$ cat src/rtl/pbs_defs.svh
// constants for the band select sequencer: register numbers, phase modulus, reset values
`ifndef PBS_DEFS_SVH
`define PBS_DEFS_SVH

// synthesizer register numbers written by the host
`define PBS_REG_R0        3'h0
`define PBS_REG_R1        3'h1
`define PBS_REG_R3        3'h3
`define PBS_REG_R6        3'h6

// phase modulus: one full turn is this many step units
`define PBS_PHASE_MOD     13'h0FFF

// reset values
`define PBS_WORD_RST      32'h0000_0000
`define PBS_PHASE_RST     12'h000
`define PBS_BAND_RST      2'h0
`define PBS_CORE_RST      4'h1

`endif

$ cat src/rtl/pbs_pkg.sv
// types shared by the band select sequencer files
package pbs_pkg;

  // one register write from the host
  typedef struct packed {
    logic        vld;
    logic [2:0]  addr;
    logic [31:0] data;
  } pbs_wr_t;

  // frequency word set, buffered or active
  typedef struct packed {
    logic [31:0] r6;
    logic [31:0] r3;
    logic [31:0] r1;
    logic [31:0] r0;
  } pbs_freq_t;

  // resync configuration
  typedef struct packed {
    logic        en;
    logic [11:0] cnt_a;
    logic [11:0] cnt_b;
  } pbs_sync_cfg_t;

endpackage : pbs_pkg

$ cat src/rtl/pbs_seq.sv
// band select sequencer: buffered frequency words, phase step, resync, core power
`timescale 1ns/1ps
`default_nettype none
`include "pbs_defs.svh"

module pbs_seq (
  // clock and reset
  input  wire logic                   i_sys_clk,
  input  wire logic                   i_rst_n,
  // register writes from the host
  input  wire pbs_pkg::pbs_wr_t       i_wr,
  // resync and phase configuration
  input  wire pbs_pkg::pbs_sync_cfg_t i_sync_cfg,
  input  wire logic [11:0]            i_phase_step,
  input  wire logic                   i_cmp_tick,
  // host pins: band code and buffer enable
  input  wire logic [1:0]             i_band_pin,
  input  wire logic                   i_buf_en_pin,
  // frequency state
  output var pbs_pkg::pbs_freq_t      o_freq_act,
  output logic                        o_freq_upd,
  // phase state
  output logic [11:0]                 o_phase,
  output logic                        o_phase_aligned,
  output logic                        o_sync,
  // core supply and buffer
  output logic [3:0]                  o_core_pwr,
  output logic                        o_buf_en
);

  // ****************************************
  // register writes
  // ****************************************
  pbs_pkg::pbs_freq_t freq_buf_r;
  pbs_pkg::pbs_freq_t freq_act_r;
  logic               freq_upd_r;
  wire                wr_r0;
  wire                wr_r1;
  wire                wr_r3;
  wire                wr_r6;

  // address decode
  assign wr_r0 = i_wr.vld && (i_wr.addr == `PBS_REG_R0);
  assign wr_r1 = i_wr.vld && (i_wr.addr == `PBS_REG_R1);
  assign wr_r3 = i_wr.vld && (i_wr.addr == `PBS_REG_R3);
  assign wr_r6 = i_wr.vld && (i_wr.addr == `PBS_REG_R6);

  // buffered words; only register 0 moves them to the active set
  // double buffered update
  always_ff @(posedge i_sys_clk)
  begin
    if (!i_rst_n)
    begin
      freq_buf_r <= {4{`PBS_WORD_RST}};
      freq_act_r <= {4{`PBS_WORD_RST}};
      freq_upd_r <= 1'b0;
    end
    else
    begin
      if (wr_r6)
        freq_buf_r.r6 <= i_wr.data;
      if (wr_r3)
        freq_buf_r.r3 <= i_wr.data;
      if (wr_r1)
        freq_buf_r.r1 <= i_wr.data;
      if (wr_r0)
      begin
        freq_buf_r.r0 <= i_wr.data;
        freq_act_r    <= {freq_buf_r.r6, freq_buf_r.r3, freq_buf_r.r1, i_wr.data};
      end
      freq_upd_r <= wr_r0;
    end
  end

  assign o_freq_act = freq_act_r;
  assign o_freq_upd = freq_upd_r;

  // ****************************************
  // phase step and resync
  // ****************************************
  logic [11:0] phase_r;
  logic        aligned_r;
  wire  [12:0] phase_sum;
  wire  [12:0] phase_wrap;
  wire  [11:0] phase_nxt;
  wire         sync_pls;

  pbs_sync_timer u_timer (
    .i_sys_clk  (i_sys_clk),
    .i_rst_n    (i_rst_n),
    .i_cfg      (i_sync_cfg),
    .i_cmp_tick (i_cmp_tick),
    .o_sync     (sync_pls)
  );

  // step units are 1/4095 of a turn, so the sum wraps at 4095
  // modulo 4095 step
  assign phase_sum  = {1'b0, phase_r} + {1'b0, i_phase_step};
  assign phase_wrap = phase_sum - `PBS_PHASE_MOD;
  assign phase_nxt  = (phase_sum >= `PBS_PHASE_MOD) ? phase_wrap[11:0] : phase_sum[11:0];

  // offset only moves by steps, so it survives frequency changes
  // step per write
  always_ff @(posedge i_sys_clk)
  begin
    if (!i_rst_n)
      phase_r <= `PBS_PHASE_RST;
    else if (wr_r0)
      phase_r <= phase_nxt;
  end

  // a new frequency loses alignment until the next sync pulse
  // realign on sync
  always_ff @(posedge i_sys_clk)
  begin
    if (!i_rst_n)
      aligned_r <= 1'b0;
    else if (sync_pls && i_sync_cfg.en)
      aligned_r <= 1'b1;
    else if (wr_r0)
      aligned_r <= 1'b0;
  end

  assign o_phase         = phase_r;
  assign o_phase_aligned = aligned_r;
  assign o_sync          = sync_pls;

  // ****************************************
  // band select and buffer enable pins
  // ****************************************
  logic [1:0] band_s1_r;
  logic [1:0] band_s2_r;
  logic [1:0] band_s3_r;
  logic [1:0] band_r;
  logic       buf_s1_r;
  logic       buf_s2_r;
  logic       buf_s3_r;
  logic       buf_en_r;
  logic [3:0] core_r;
  wire  [3:0] core_dec;

  // three-stage synchronisers on host pins
  always_ff @(posedge i_sys_clk)
  begin
    if (!i_rst_n)
    begin
      band_s1_r <= `PBS_BAND_RST;
      band_s2_r <= `PBS_BAND_RST;
      band_s3_r <= `PBS_BAND_RST;
      buf_s1_r  <= 1'b0;
      buf_s2_r  <= 1'b0;
      buf_s3_r  <= 1'b0;
    end
    else
    begin
      band_s1_r <= i_band_pin;
      band_s2_r <= band_s1_r;
      band_s3_r <= band_s2_r;
      buf_s1_r  <= i_buf_en_pin;
      buf_s2_r  <= buf_s1_r;
      buf_s3_r  <= buf_s2_r;
    end
  end

  // take a change once stages two and three agree
  always_ff @(posedge i_sys_clk)
  begin
    if (!i_rst_n)
    begin
      band_r   <= `PBS_BAND_RST;
      buf_en_r <= 1'b0;
    end
    else
    begin
      if (band_s2_r == band_s3_r)
        band_r <= band_s3_r;
      if (buf_s2_r == buf_s3_r)
        buf_en_r <= buf_s3_r;
    end
  end

  // one-of-four decode: the switch feeds one core only
  // one-hot core supply
  assign core_dec = 4'h1 << band_r;

  always_ff @(posedge i_sys_clk)
  begin
    if (!i_rst_n)
      core_r <= `PBS_CORE_RST;
    else
      core_r <= core_dec;
  end

  assign o_core_pwr = core_r;
  assign o_buf_en   = buf_en_r;

  // ****************************************
  // checks
  // ****************************************
  property p_core_onehot;
    @(posedge i_sys_clk) disable iff (!i_rst_n)
      $onehot(o_core_pwr);
  endproperty
  a_core_onehot: assert property (p_core_onehot)
    else $error("core supply not exactly one");

  property p_act_hold;
    @(posedge i_sys_clk) disable iff (!i_rst_n)
      !wr_r0 |=> $stable(o_freq_act);
  endproperty
  a_act_hold: assert property (p_act_hold)
    else $error("active words changed without register 0 write");

  property p_act_load;
    @(posedge i_sys_clk) disable iff (!i_rst_n)
      wr_r0 |=> (o_freq_act.r0 == $past(i_wr.data)) && o_freq_upd
        && (o_freq_act.r6 == $past(freq_buf_r.r6));
  endproperty
  a_act_load: assert property (p_act_load)
    else $error("register 0 write did not apply buffered words");

  property p_phase_step;
    @(posedge i_sys_clk) disable iff (!i_rst_n)
      wr_r0 |=> ({1'b0, o_phase} == {1'b0, $past(o_phase)} + {1'b0, $past(i_phase_step)})
        || ({1'b0, o_phase} + `PBS_PHASE_MOD
          == {1'b0, $past(o_phase)} + {1'b0, $past(i_phase_step)});
  endproperty
  a_phase_step: assert property (p_phase_step)
    else $error("phase did not advance by one step");

  property p_phase_range;
    @(posedge i_sys_clk) disable iff (!i_rst_n)
      {1'b0, o_phase} < `PBS_PHASE_MOD;
  endproperty
  a_phase_range: assert property (p_phase_range)
    else $error("phase outside one turn");

  property p_phase_hold;
    @(posedge i_sys_clk) disable iff (!i_rst_n)
      !wr_r0 |=> $stable(o_phase);
  endproperty
  a_phase_hold: assert property (p_phase_hold)
    else $error("phase moved without register 0 write");

  property p_align;
    @(posedge i_sys_clk) disable iff (!i_rst_n)
      o_sync && i_sync_cfg.en |=> o_phase_aligned;
  endproperty
  a_align: assert property (p_align)
    else $error("sync pulse did not realign phase");

endmodule : pbs_seq

`default_nettype wire

$ cat src/rtl/pbs_sync_timer.sv
// resync timer: one pulse every count_a x count_b compare periods
`timescale 1ns/1ps
`default_nettype none

module pbs_sync_timer (
  // clock and reset
  input  wire logic                  i_sys_clk,
  input  wire logic                  i_rst_n,
  // configuration and compare period tick
  input  wire pbs_pkg::pbs_sync_cfg_t i_cfg,
  input  wire logic                  i_cmp_tick,
  // sync pulse
  output logic                       o_sync
);

  logic [11:0] cnt_a_r;
  logic [11:0] cnt_b_r;
  logic        sync_r;
  wire         a_wrap;
  wire         b_wrap;

  // a zero count behaves as one
  assign a_wrap = (cnt_a_r + 12'h001 >= i_cfg.cnt_a);
  assign b_wrap = (cnt_b_r + 12'h001 >= i_cfg.cnt_b);

  // nested counters in compare periods
  // interval counting
  always_ff @(posedge i_sys_clk)
  begin
    if (!i_rst_n || !i_cfg.en)
    begin
      cnt_a_r <= 12'h000;
      cnt_b_r <= 12'h000;
      sync_r  <= 1'b0;
    end
    else
    begin
      sync_r <= i_cmp_tick && a_wrap && b_wrap;
      if (i_cmp_tick)
      begin
        cnt_a_r <= a_wrap ? 12'h000 : cnt_a_r + 12'h001;
        if (a_wrap)
          cnt_b_r <= b_wrap ? 12'h000 : cnt_b_r + 12'h001;
      end
    end
  end

  assign o_sync = sync_r;

  // ****************************************
  // checks
  // ****************************************
  property p_sync_cause;
    @(posedge i_sys_clk) disable iff (!i_rst_n)
      o_sync |-> $past(i_cmp_tick) && $past(i_cfg.en);
  endproperty
  a_sync_cause: assert property (p_sync_cause)
    else $error("sync pulse without tick or enable");

  property p_sync_single;
    @(posedge i_sys_clk) disable iff (!i_rst_n)
      o_sync && i_cfg.en && (i_cfg.cnt_a > 12'h001) |=> !o_sync;
  endproperty
  a_sync_single: assert property (p_sync_single)
    else $error("sync pulses back to back with count above one");

endmodule : pbs_sync_timer

`default_nettype wire

$ cat config.mk
export PLATFORM = sky130hd
export DESIGN_NAME = pbs_seq
export DESIGN_NICKNAME = d
export VERILOG_FILES = /design/src/rtl/pbs_pkg.sv /design/src/rtl/pbs_seq.sv /design/src/rtl/pbs_sync_timer.sv
export VERILOG_INCLUDE_DIRS = /design/src /design/src/rtl
export SDC_FILE = /design/constraint.sdc
export NUM_CORES = 1
export LEC_CHECK = 0
export BUFFER_PORTS_ARGS = -buffer_cell sky130_fd_sc_hd__buf_4
export CORE_UTILIZATION = 40
export DETAILED_ROUTE_END_ITERATION = 10
export PLACE_DENSITY = 0.7
export SETUP_SLACK_MARGIN = 0.05
export SLEW_MARGIN = 25
export SYNTH_ARGS = -nofsm -noshare
export SYNTH_HDL_FRONTEND = slang
export SYNTH_SLANG_ARGS = --single-unit
$ cat constraint.sdc
create_clock -name i_sys_clk -period 4.14 [get_ports i_sys_clk]
set_input_delay 0.414 -clock i_sys_clk [delete_from_list [all_inputs] [get_ports i_sys_clk]]
set_output_delay 0.414 -clock i_sys_clk [all_outputs]
set_load 0.02 [all_outputs]
==> Word-level counts from Yosys, hierarchy flattened <==
Cells that the tools add are included.
{ "word_totals": {"regBits": 279, "word_cells": 53} }
{ "op_classes": {"shift": 1, "n_eq_ne": 5, "add_sub_neg": 4, "n_mux": 5, "magnitude_cmp": 3, "reduce_logical": 13} }
{ "op_table": {"columns": ["op", "count"], "rows": [
  ["$mux 12", 3],
  ["$add 12x1->12 const B", 2],
  ["$ge 12x12->1", 2],
  ["$add 12x12->13", 1],
  ["$ge 13x12->1 const B", 1],
  ["$sub 12x12->12 const B", 1],
  ["$logic_and 1x1->1", 7],
  ["$shl 1x2->4 const A", 1],
  ["$eq 3x1->1 const B", 1],
  ["$eq 3x2->1 const B", 1],
  ["$eq 3x3->1 const B", 1],
  ["$logic_not 3->1", 1],
  ["$eq 2x2->1", 1],
  ["$logic_not 1->1", 2],
  ["$mux 1", 2],
  ["$reduce_and 2->1", 1],
  ["$reduce_bool 2->1", 1],
  ["$eq 1x1->1", 1],
  ["$logic_or 1x1->1", 1]
]} }

==> Depth between registers and ports, before layout <==
Gate-level depths: netlist (run 1).
{ "logic_depth": {"ltp_word": 4, "ltp_mapped": 15, "depth_no_buf": 14} }

==> By module <==
A second synthesis (run 1) with hierarchy kept.
{ "hier_totals": {"hier_cells": 1454, "area_unflattened_um2": 11536.1} }
{ "by_module_without_submodules": {"columns": ["module", "area_each_um2", "cells_per_inst", "seq_area_each_um2", "n_inst"], "rows": [
  ["pbs_seq", 9584.2, 1211, 5084.9, 1],
  ["pbs_sync_timer", 1951.9, 243, 500.5, 1]
]} }

==> Least setup slack after synthesis (run 1) <==
Ideal clock, no wire load.
{ "synth_timing": {"path_type": "register to register", "from": "register u_timer.cnt_a_r[0]", "to": "register u_timer.cnt_b_r[5]", "required_ns": 4.023, "setup_ns": 0.117, "arrival_ns": 3.049, "path_stages_with_launch": 14, "slack_ns": 0.974, "path_buffers": 1, "path_cell_list": "dfxtp_1 -> ha_1 -> and3_1 -> and3_1 -> clkbuf_1 -> nand3_1 -> xnor2_1 -> ha_1 -> o21ai_0 -> o31ai_1 -> a311o_1 -> and2_1 -> o21ai_0 -> a32o_1"} }
{ "synth_between": {"elab_chain_cells": 3} }
{ "synth_rtl": {"columns": ["item", "line", "text"], "rows": [
  ["start, declared", "pbs_sync_timer.sv:16", "logic [11:0] cnt_a_r;"],
  ["start signal, assigned", "pbs_sync_timer.sv:41", "cnt_a_r <= a_wrap ? 12'h000 : cnt_a_r + 12'h001;"],
  ["$add 12x1->12", "pbs_sync_timer.sv:23", "assign a_wrap = (cnt_a_r + 12'h001 >= i_cfg.cnt_a);"],
  ["$ge 12x12->1", "pbs_sync_timer.sv:23", null],
  ["$reduce_and 2->1 (no source line)", null, null],
  ["end signal, assigned", "pbs_sync_timer.sv:43", "cnt_b_r <= b_wrap ? 12'h000 : cnt_b_r + 12'h001;"],
  ["end, declared", "pbs_sync_timer.sv:17", "logic [11:0] cnt_b_r;"]
]} }
No other way between the ends.
A chain may end at the register's enable or synchronous reset.

==> Worst setup path after layout (run 1) <==
{ "layout_timing": {"from": "register u_timer.cnt_b_r[0]", "to": "register u_timer.cnt_b_r[7]"} }
{ "layout_between": {"elab_chain_cells": 3} }
{ "layout_rtl": {"columns": ["item", "line", "text"], "rows": [
  ["$add 12x1->12 *", "pbs_sync_timer.sv:24, pbs_sync_timer.sv:43", null],
  ["$ge 12x12->1", "pbs_sync_timer.sv:24", "assign b_wrap = (cnt_b_r + 12'h001 >= i_cfg.cnt_b);"],
  ["$mux 12 *", "pbs_sync_timer.sv:43", null]
]} }
Mark *: on every way between the ends. The rest lies on a longest branch, timed or not.

==> results.toml, run 1 <==
[timing]
period_share = 0.8837
fmax_mhz = 273.3
maxSlewViolCount = 0
worst_pin_slew_ns = 1.268
slew_headroom = 0.1548
clock_skew_ns = 0.01926
hold_viol = 0
post-route-min-period_ns = 3.659
finalSetupViolations = 0
setup_tns_ns = 0
rsz0062_at_grt = "no"

[grt]
grtUsageTotal = 0.2145
grt_pass1_vias = 10020
grt-ovfl-total = 0
antenna_found_initial = 0
grt_max_degree = 256
grt_pass1_wl_mm = 52.74

[floorplanning]
ios = 227
fp-row-count = 63
start_util = 0.4073
dieHeight_um = 175.9
dieArea_mm2 = 0.03096
fp.coreArea_mm2 = 0.02972
die_w_um = 175.9

[pwr]
switching_share = 0.2347
combPwrFrac = 0.073
pwr-share-seq = 0.469
p_int_uw = 4479
ir_drop_uv = 411.2
power.switching_uw = 1374
p_per_area_mw_per_mm2 = 388.2
pwr-share-clk = 0.458
p_leak_uw = 0.005969

[hold_path]
min_path_type = "input port to register"

[cts]
cts_buffer_depth = 3
path_clk_slew_ns = 0.06
hold_buffers = 0
postCtsSetupBuffers = 0
cts_made_buffers = 31
clock_sinks = 279
clk_latency_ns = 0.58
tritoncts = "built"
postCtsResizedCells = 0
cts-root-buf = "clkbuf_16"
cts_max_level = 1

[worst_setup_path]
crit_path_max_fanout = 9
critical_path.startpoint_type = "register"
crit_type = "register to register"
crit_arrival_ns = 4.16
cp_data_required_time_ns = 4.65
setup.worst_path.end_class = "register"

[routing]
drt_iter0_drc = 651
postRouteAntennaNets = 0
via_per_inst = 5.101
wl_mm = 33.69
vias = 10420
first_pass_iters = 5
wl_per_cell_um = 16.49
drc = 0

[placed_design]
routabilityCongestion = 0.8718
port_buffers = 226
dp_hpwl_mm = 22.35

[yosys]
synthTopCellsByArea = "dfxtp_1 (46%), nand2_1 (15%), a21boi_0 (14%)"
synth_flop_cell = "dfxtp_1"
avgSynthCellArea_um2 = 8.335
netlist_area_mm2 = 0.01210
ys_seq_elements = 279
syn_nets = 1571
synth_top_area_frac = 0.4615
synth-edff-count = 0
synth-async-reset-ratio = 0
synth_top_cell_by_area = "dfxtp_1"
syn_inst = 1452
yosysSeqAreaShare = 0.4615
synth.distinct_cells = 65
yosysWarnings = 0

[final_layout]
syn2layout_area_growth_pct = 24.56
final_util = 0.5073
diodes = 0
nFillCells = 2805
nets = 1751
drive_gt1_frac = 0.1809
layout_commonest_cell = "nand2_1"
layout_common_cells = "nand2_1 (482), dfxtp_1 (279), buf_4 (234)"

[job]
drv_cap = 0

[status]
status = "finished, final reports clean"
area by class of cell:
cell class	instances	area [µm²]	share of cell area
clock inverters	6	75.07	0.004980
inverters	29	108.9	0.007220
repair buffers	238	1836	0.1218
flip-flops and latches	279	5585	0.3705
multi-input cells	1053	6063	0.4022
clock buffers	48	919.6	0.06100
well taps	390	488.0	0.03237
critical path: stages (launching register included):
cell and delay [ns]:
dfxtp_1 0.40, ha_1 0.26, nand3_1 0.20, nor2_1 0.31
xor2_1 0.18, ha_1 0.27, a21o_1 0.18, a211oi_1 0.23
o211ai_1 0.12, a2111oi_1 0.49, a21oi_1 0.30, nor3_4 0.44
a22o_1 0.21
power groups by stage:
stage	Sequential, µW	Clock (µW)	Combinational [µW]
global placement	2800	0	420
detailed placement	2800	0	424
global route	2750	2850	465
floorplan	2810	0	230
finish	2740	2680	428
CTS	2740	2740	427
flip-flops by register name (all words and copies together), names as in the netlist:
register / cells
o_phase_aligned: 1
freq_buf_r: 96
band_s2_r: 2
band_s3_r: 2
band_r: 2
o_buf_en: 1
o_core_pwr: 4
o_freq_upd: 1
buf_s3_r: 1
buf_s1_r: 1
o_phase: 12
buf_s2_r: 1
o_freq_act: 128
u_timer.cnt_b_r: 12
u_timer.o_sync: 1
band_s1_r: 2
u_timer.cnt_a_r: 12
layer usage:
metal,vias up,part of all wire,track usage
met4,0,0.024,0.05761
met1,4880,0.45,0.2758
met2,273,0.45,0.3557
met5,-,0,0
met3,49,0.070,0.05405
li1,5220,-,-
stage by stage:
| stage | area [µm²] | total power [µW] | std cells | hold slack (ns) | setup WS [ns] |
|---|---|---|---|---|---|
| final | 15080 | 5852 | 2043 | 0.06281 | 0.4813 |
| after global routing | 15080 | 6059 | 2043 | 0.05704 | 0.2302 |
| after CTS | 15050 | 5912 | 2042 | 0.03503 | 0.4870 |
| after detailed placement | 14050 | 3225 | 1988 | 0.4268 | 0.5185 |
| after global placement | 14050 | 3220 | 1988 | 0.4164 | 0.6171 |
| after floorplan | 12100 | 3042 | 1452 | 0.4119 | 0.9736 |
Yosys cell counts, drive strengths merged (5+ instances only):
cell type  number
ha             39
nand4           6
xnor2          22
nand2         482
and3           14
xor2           12
nor2           24
dfxtp         279
o21ai          32
nand3          30
nor3            8
and2           17
nor2b           9
clkbuf         87
a211oi          5
a21boi        227
nand3b          5
a21o           14
o31ai           5
nand2b         11
a21oi          36
inv            29
final timing paths:
path | from | endpoint | slack [ns] | cells after the start
worst max-delay path | u_timer.cnt_b_r[0]$_SDFFE_PP0P_ | u_timer.cnt_b_r[7]$_SDFFE_PP0P_ | 0.48 | 12
worst min-delay path | i_buf_en_pin | buf_s1_r$_SDFF_PN0_ | 0.06 | 2
worst max register to register | u_timer.cnt_b_r[0]$_SDFFE_PP0P_ | u_timer.cnt_b_r[7]$_SDFFE_PP0P_ | 0.48 | 12
worst min register to register | band_s1_r[0]$_SDFF_PN0_ | band_s2_r[0]$_SDFF_PN0_ | 0.44 | 1
cell families after synthesis:
logic type,Yosys count,share of synthesized area
flops,279,0.4615
fa+ha+maj,40,0.04197
mux,4,0.003308
buf+inv,120,0.03835
compound gates,356,0.2143
xor+xnor,34,0.02460
simple gates,619,0.2160
Note: power is estimated with default switching activity, not from simulation.
==> run 2: changes to the inputs <==
Settings changed: BUFFER_PORTS_ARGS -buffer_cell sky130_fd_sc_hd__buf_4 to -buffer_cell sky130_fd_sc_hd__clkbuf_2.
==> run 2 against run 1 <==
Compared with the run above: flip-flop and latch count is the same; clock power rose by 2%; worst hold slack improved by 0.0038 ns; non-clock buffer count did not move; critical endpoint is now u_timer.cnt_b_r[5]$_SDFFE_PP0P_; total power grew 0.34%; combinational power fell by 7.7%; die area is the same; clock skew increased by 0.0031 ns; sequential power about the same; cell area decreased by 3.8%; worst setup slack improved by 0.097 ns.
==> results.toml, run 2 (synthesized netlist as in run 1, its figures left out) <==
[worst_setup_path]
setup.worst_path.end_class = "register"
cp_data_required_time_ns = 4.59
crit_type = "register to register"
critical_path.startpoint_type = "register"
rr_worst_depth = 12
crit_chain = "ha_1 > and3_1 > and3_1 > nand3_1 > xnor2_1 > ha_1 > o21ai_0 > o31ai_1 > a311o_1 > and2_1 > o21ai_0 > a32o_1"
r2r_end = "u_timer.cnt_b_r[5]$_SDFFE_PP0P_"
ff2ff_setup_slack_ns = 0.58
crit_path_max_fanout = 10
path_buf_inv = 0
cp_slowest_stage_delay_ns = 0.50
critPathTopFamily = "compound AO/OA/AOI/OAI gates"
timing.rr.start = "u_timer.cnt_a_r[0]$_SDFFE_PP0P_"
crit_slowest_cell = "o31ai_1"
crit_arrival_ns = 4.01

[pwr]
ir_drop_uv = 310.4
p_leak_uw = 0.005797
p_per_area_mw_per_mm2 = 404.9

[floorplanning]
start_util = 0.4073
dieHeight_um = 175.9
dieArea_mm2 = 0.03096
fp-row-count = 63
die_w_um = 175.9
fp.coreArea_mm2 = 0.02972
ios = 227

[placed_design]
port_buffers = 226
routabilityCongestion = 0.8594
place_inst = 1989
dp_hpwl_mm = 22.61

[hold_path]
min_path_type = "input port to register"
holdPathStages = 2
min_from = "i_band_pin[1]"
worstHoldEndpoint = "band_s1_r[1]$_SDFF_PN0_"

[grt]
grtUsageTotal = 0.2152
grt_max_degree = 103
antenna_found_initial = 0
use_met2 = 0.3645
grt-ovfl-total = 0
gr-max-usage-layer = "met2"
grt_pass1_vias = 9879
use_met1 = 0.2778
grt_pass1_wl_mm = 52.91
met3_usage = 0.04737

[cts]
clk_latency_ns = 0.57
postCtsResizedCells = 0
postCtsSetupBuffers = 0
cts_made_buffers = 31
clock_sinks = 279
path_clk_slew_ns = 0.06
hold_buffers = 0
cts-root-buf = "clkbuf_16"
cts_buffer_depth = 3
tritoncts = "built"
cts_max_level = 1

[job]
drv_cap = 0

[routing]
drt_iter0_drc = 659
drc = 0
wl_per_cell_um = 16.46
vias = 10460
wl_mm = 33.65
via_per_inst = 5.119
first_pass_iters = 5
postRouteAntennaNets = 0

[final_layout]
nFillCells = 2888
final_util = 0.4879
diodes = 0
drive_gt1_frac = 0.1838
stdcell_count = 2044
nets = 1751
layout_commonest_cell = "nand2_1"
largest_reg_flops = 128
layout_common_cells = "nand2_1 (482), dfxtp_1 (279), a21boi_0 (226)"
syn2layout_area_growth_pct = 19.81

[timing]
worst_pin_slew_ns = 0.8409
rsz0062_at_grt = "no"
post-route-min-period_ns = 3.562
finalSetupViolations = 0
clock_skew_ns = 0.02233
fmax_mhz = 280.8
hold_viol = 0
period_share = 0.8603
setup_tns_ns = 0
slew_headroom = 0.4380
maxSlewViolCount = 0

[status]
status = "finished, final reports clean"
==> run 2: area by class of cell <==
| class | instances | area, µm² | area share |
|---|---|---|---|
| clock buffer | 42 | 877.1 | 0.06049 |
| inverter | 29 | 108.9 | 0.007507 |
| sequential | 279 | 5585 | 0.3852 |
| clock inverter | 13 | 137.6 | 0.009492 |
| timing repair buffer | 238 | 1240 | 0.08551 |
| tap | 390 | 488.0 | 0.03365 |
| multi-input combinational | 1053 | 6063 | 0.4182 |
==> run 2: metrics by stage <==
| stage | setup WS (ns) | hold slack, ns | power, µW | area (µm²) |
|---|---|---|---|---|
| floorplan | 0.9736 | 0.4119 | 3042 | 12100 |
| global placement | 0.6548 | 0.4186 | 3189 | 13490 |
| detailed placement | 0.6000 | 0.4242 | 3196 | 13490 |
| CTS | 0.5738 | 0.04217 | 5946 | 14500 |
| global route | 0.2504 | 0.05676 | 6091 | 14500 |
| finish | 0.5783 | 0.06661 | 5872 | 14500 |
==> run 2: how the worst max path moves through the flow <==
stage,slack [ns],start,cells after the start,end
after floorplan,0.97,u_timer.cnt_a_r[0]$_SDFFE_PP0P_,13,u_timer.cnt_b_r[5]$_SDFFE_PP0P_
after global placement,0.65,u_timer.cnt_a_r[0]$_SDFFE_PP0P_,12,u_timer.cnt_b_r[5]$_SDFFE_PP0P_
after detailed placement,0.60,u_timer.cnt_a_r[0]$_SDFFE_PP0P_,12,u_timer.cnt_b_r[5]$_SDFFE_PP0P_
after CTS,0.57,u_timer.cnt_a_r[0]$_SDFFE_PP0P_,12,u_timer.cnt_b_r[6]$_SDFFE_PP0P_
after global routing,0.25,u_timer.cnt_b_r[0]$_SDFFE_PP0P_,12,u_timer.cnt_b_r[2]$_SDFFE_PP0P_
final,0.58,u_timer.cnt_a_r[0]$_SDFFE_PP0P_,12,u_timer.cnt_b_r[5]$_SDFFE_PP0P_
==> run 2: metal layers <==
layer / vias to the layer above / part of all wire
li1: 5224 / -
met1: 4907 / 0.46
met2: 287 / 0.46
met3: 46 / 0.066
met4: 0 / 0.021
met5: - / 0
==> run 2: power breakdown <==
| group | internal, µW | total [µW] | switching [µW] |
|---|---|---|---|
| Combinational | 144 | 395 | 251 |
| Sequential | 2720 | 2740 | 20.4 |
| Clock | 1600 | 2730 | 1130 |
==> run 3: changes to the inputs <==
Settings changed: CORE_UTILIZATION 40 to 56, CTS_CLUSTER_DIAMETER set to 40, PLACE_DENSITY 0.7 to 0.89.
==> run 3 against run 2 <==
Compared with the run above: flip-flop and latch count stayed put; combinational power hardly changed; via count is 2.2% higher; global-route usage is 7.7 points higher; routed wire length is 3.2% lower; register-to-register slack worse by 0.07 ns; critical path depth is 1 higher; non-clock buffer count is 1 lower; worst hold slack better by 0.052 ns; cell area is 0.91% higher; sequential power hardly changed.
==> results.toml, run 3 (synthesized netlist as in run 1, its figures left out) <==
[placed_design]
dp_hpwl_mm = 21.49
dpl_cell_area_mm2 = 0.01331
routabilityCongestion = 0.8466
place_inst = 1871
port_buffers = 226

[floorplanning]
ios = 227
fp.coreArea_mm2 = 0.02109
dieArea_mm2 = 0.02220
start_util = 0.5739
die_w_um = 149.0
dieHeight_um = 149.0
fp-row-count = 53

[routing]
drt_iter0_drc = 609
routed-wl-met2_mm = 14.83
via_per_inst = 5.512
vias = 10690
drc = 0
highest_layer = "met4"
wl_mm = 32.56
wl_met1_mm = 14.05
postRouteAntennaNets = 0
wl_per_cell_um = 16.78
route.met3.wl_mm = 2.453
first_pass_iters = 5

[final_layout]
layout_commonest_cell = "nand2_1"
nFillCells = 1685
regArea_mm2 = 0.005585
largest_reg_flops = 128
multi_input_area_mm2 = 0.006068
nets = 1757
design_area_mm2 = 0.01463
drive_gt1_frac = 0.1916
stdcell_count = 1940
diodes = 0
layout_common_cells = "nand2_1 (481), dfxtp_1 (279), a21boi_0 (226)"
syn2layout_area_growth_pct = 20.90

[timing]
finalSetupViolations = 0
slew_headroom = 0.3086
maxSlewViolCount = 0
worst_pin_slew_ns = 1.037
whs_ns = 0.1182
rsz0062_at_grt = "no"
setup_tns_ns = 0
hold_viol = 0
clock_skew_ns = 0.02257
post-route-min-period_ns = 3.628
period_share = 0.8764
fmax_mhz = 275.6

[cts]
hold_buffers = 0
clock_sinks = 279
cts_buffer_depth = 3
path_clk_slew_ns = 0.06
clk_latency_ns = 0.51
cts_made_buffers = 38
cts-root-buf = "clkbuf_16"
tritoncts = "built"
postCtsSetupBuffers = 0
cts_max_level = 2
postCtsResizedCells = 0

[pwr]
p_per_area_mw_per_mm2 = 435.3
p_leak_uw = 0.005919
power.total_uw = 6369
ir_drop_uv = 324.5

[worst_setup_path]
crit_type = "register to register"
cp_data_required_time_ns = 4.58
crit_arrival_ns = 4.07
critical_path.startpoint_type = "register"
setup.worst_path.end_class = "register"
crit_path_max_fanout = 9

[grt]
grt_pass1_vias = 10180
grt-ovfl-total = 0
grtUsageTotal = 0.2918
antenna_found_initial = 0
grt_max_degree = 110
grt_pass1_wl_mm = 50.94

[status]
status = "finished, final reports clean"

[hold_path]
min_path_type = "input port to register"

[job]
drv_cap = 0
[run 3: cell count changes in the layout (fill, tap and decap cells not counted), moves of 2 or more]
cell	before	now
buf_4	11	9
clkinv_8	0	2
clkbuf_16	31	39
clkbuf_8	6	2
clkinv_2	7	4
inv_6	0	7
clkinv_4	0	2
[run 3: power by group]
group          internal, µW  total (µW)  switching [µW]
registers              2720        2740            20.9
clock network          1980        3230            1250
logic                   145         395             251
total                  4850        6370            1520
[run 3: worst paths after layout]
path / to / startpoint / depth (start not counted) / slack (ns)
setup reg to reg: u_timer.cnt_b_r[9]$_SDFFE_PP0P_ / u_timer.cnt_b_r[0]$_SDFFE_PP0P_ / 13 / 0.51
hold / removal: band_s1_r[0]$_SDFF_PN0_ / i_band_pin[0] / 2 / 0.12
setup / recovery: u_timer.cnt_b_r[9]$_SDFFE_PP0P_ / u_timer.cnt_b_r[0]$_SDFFE_PP0P_ / 13 / 0.51
hold reg to reg: band_s2_r[1]$_SDFF_PN0_ / band_s1_r[1]$_SDFF_PN0_ / 1 / 0.43
[run 3: cell type report]
cell class,instances,share of cell area
multi-input cells,1053,0.4147
flip-flops and latches,279,0.3817
repair buffers,237,0.08559
clock buffers,45,0.06960
well taps,275,0.02351
clock inverters,22,0.01744
inverters,29,0.007439
[run 3: per-stage QoR]
step / worst slack [ns] / utilization
floorplan: 0.9736 / -
global placement: 0.7181 / 0.6310
detailed placement: 0.5852 / 0.6312
CTS: 0.5430 / 0.6916
global route: 0.09081 / 0.6939
finish: 0.5116 / 0.6939
[run 3: per-layer routing]
layer / global-route usage / vias to the layer above
met3: 0.05963 / 83
met1: 0.3767 / 4992
met4: 0.1240 / 0
met5: 0 / -
li1: - / 5238
met2: 0.4730 / 380
[run 3: critical path, stage by stage, from the launching register on]
cell and delay, ns:
dfxtp_1 0.42, ha_1 0.27, nand3_1 0.21, nor2_1 0.32
xor2_1 0.22, ha_1 0.29, a21o_1 0.19, a211oi_1 0.22
o211ai_1 0.12, a2111oi_1 0.46, a21oi_1 0.28, nor3_4 0.27
buf_12 0.15, a22o_1 0.13
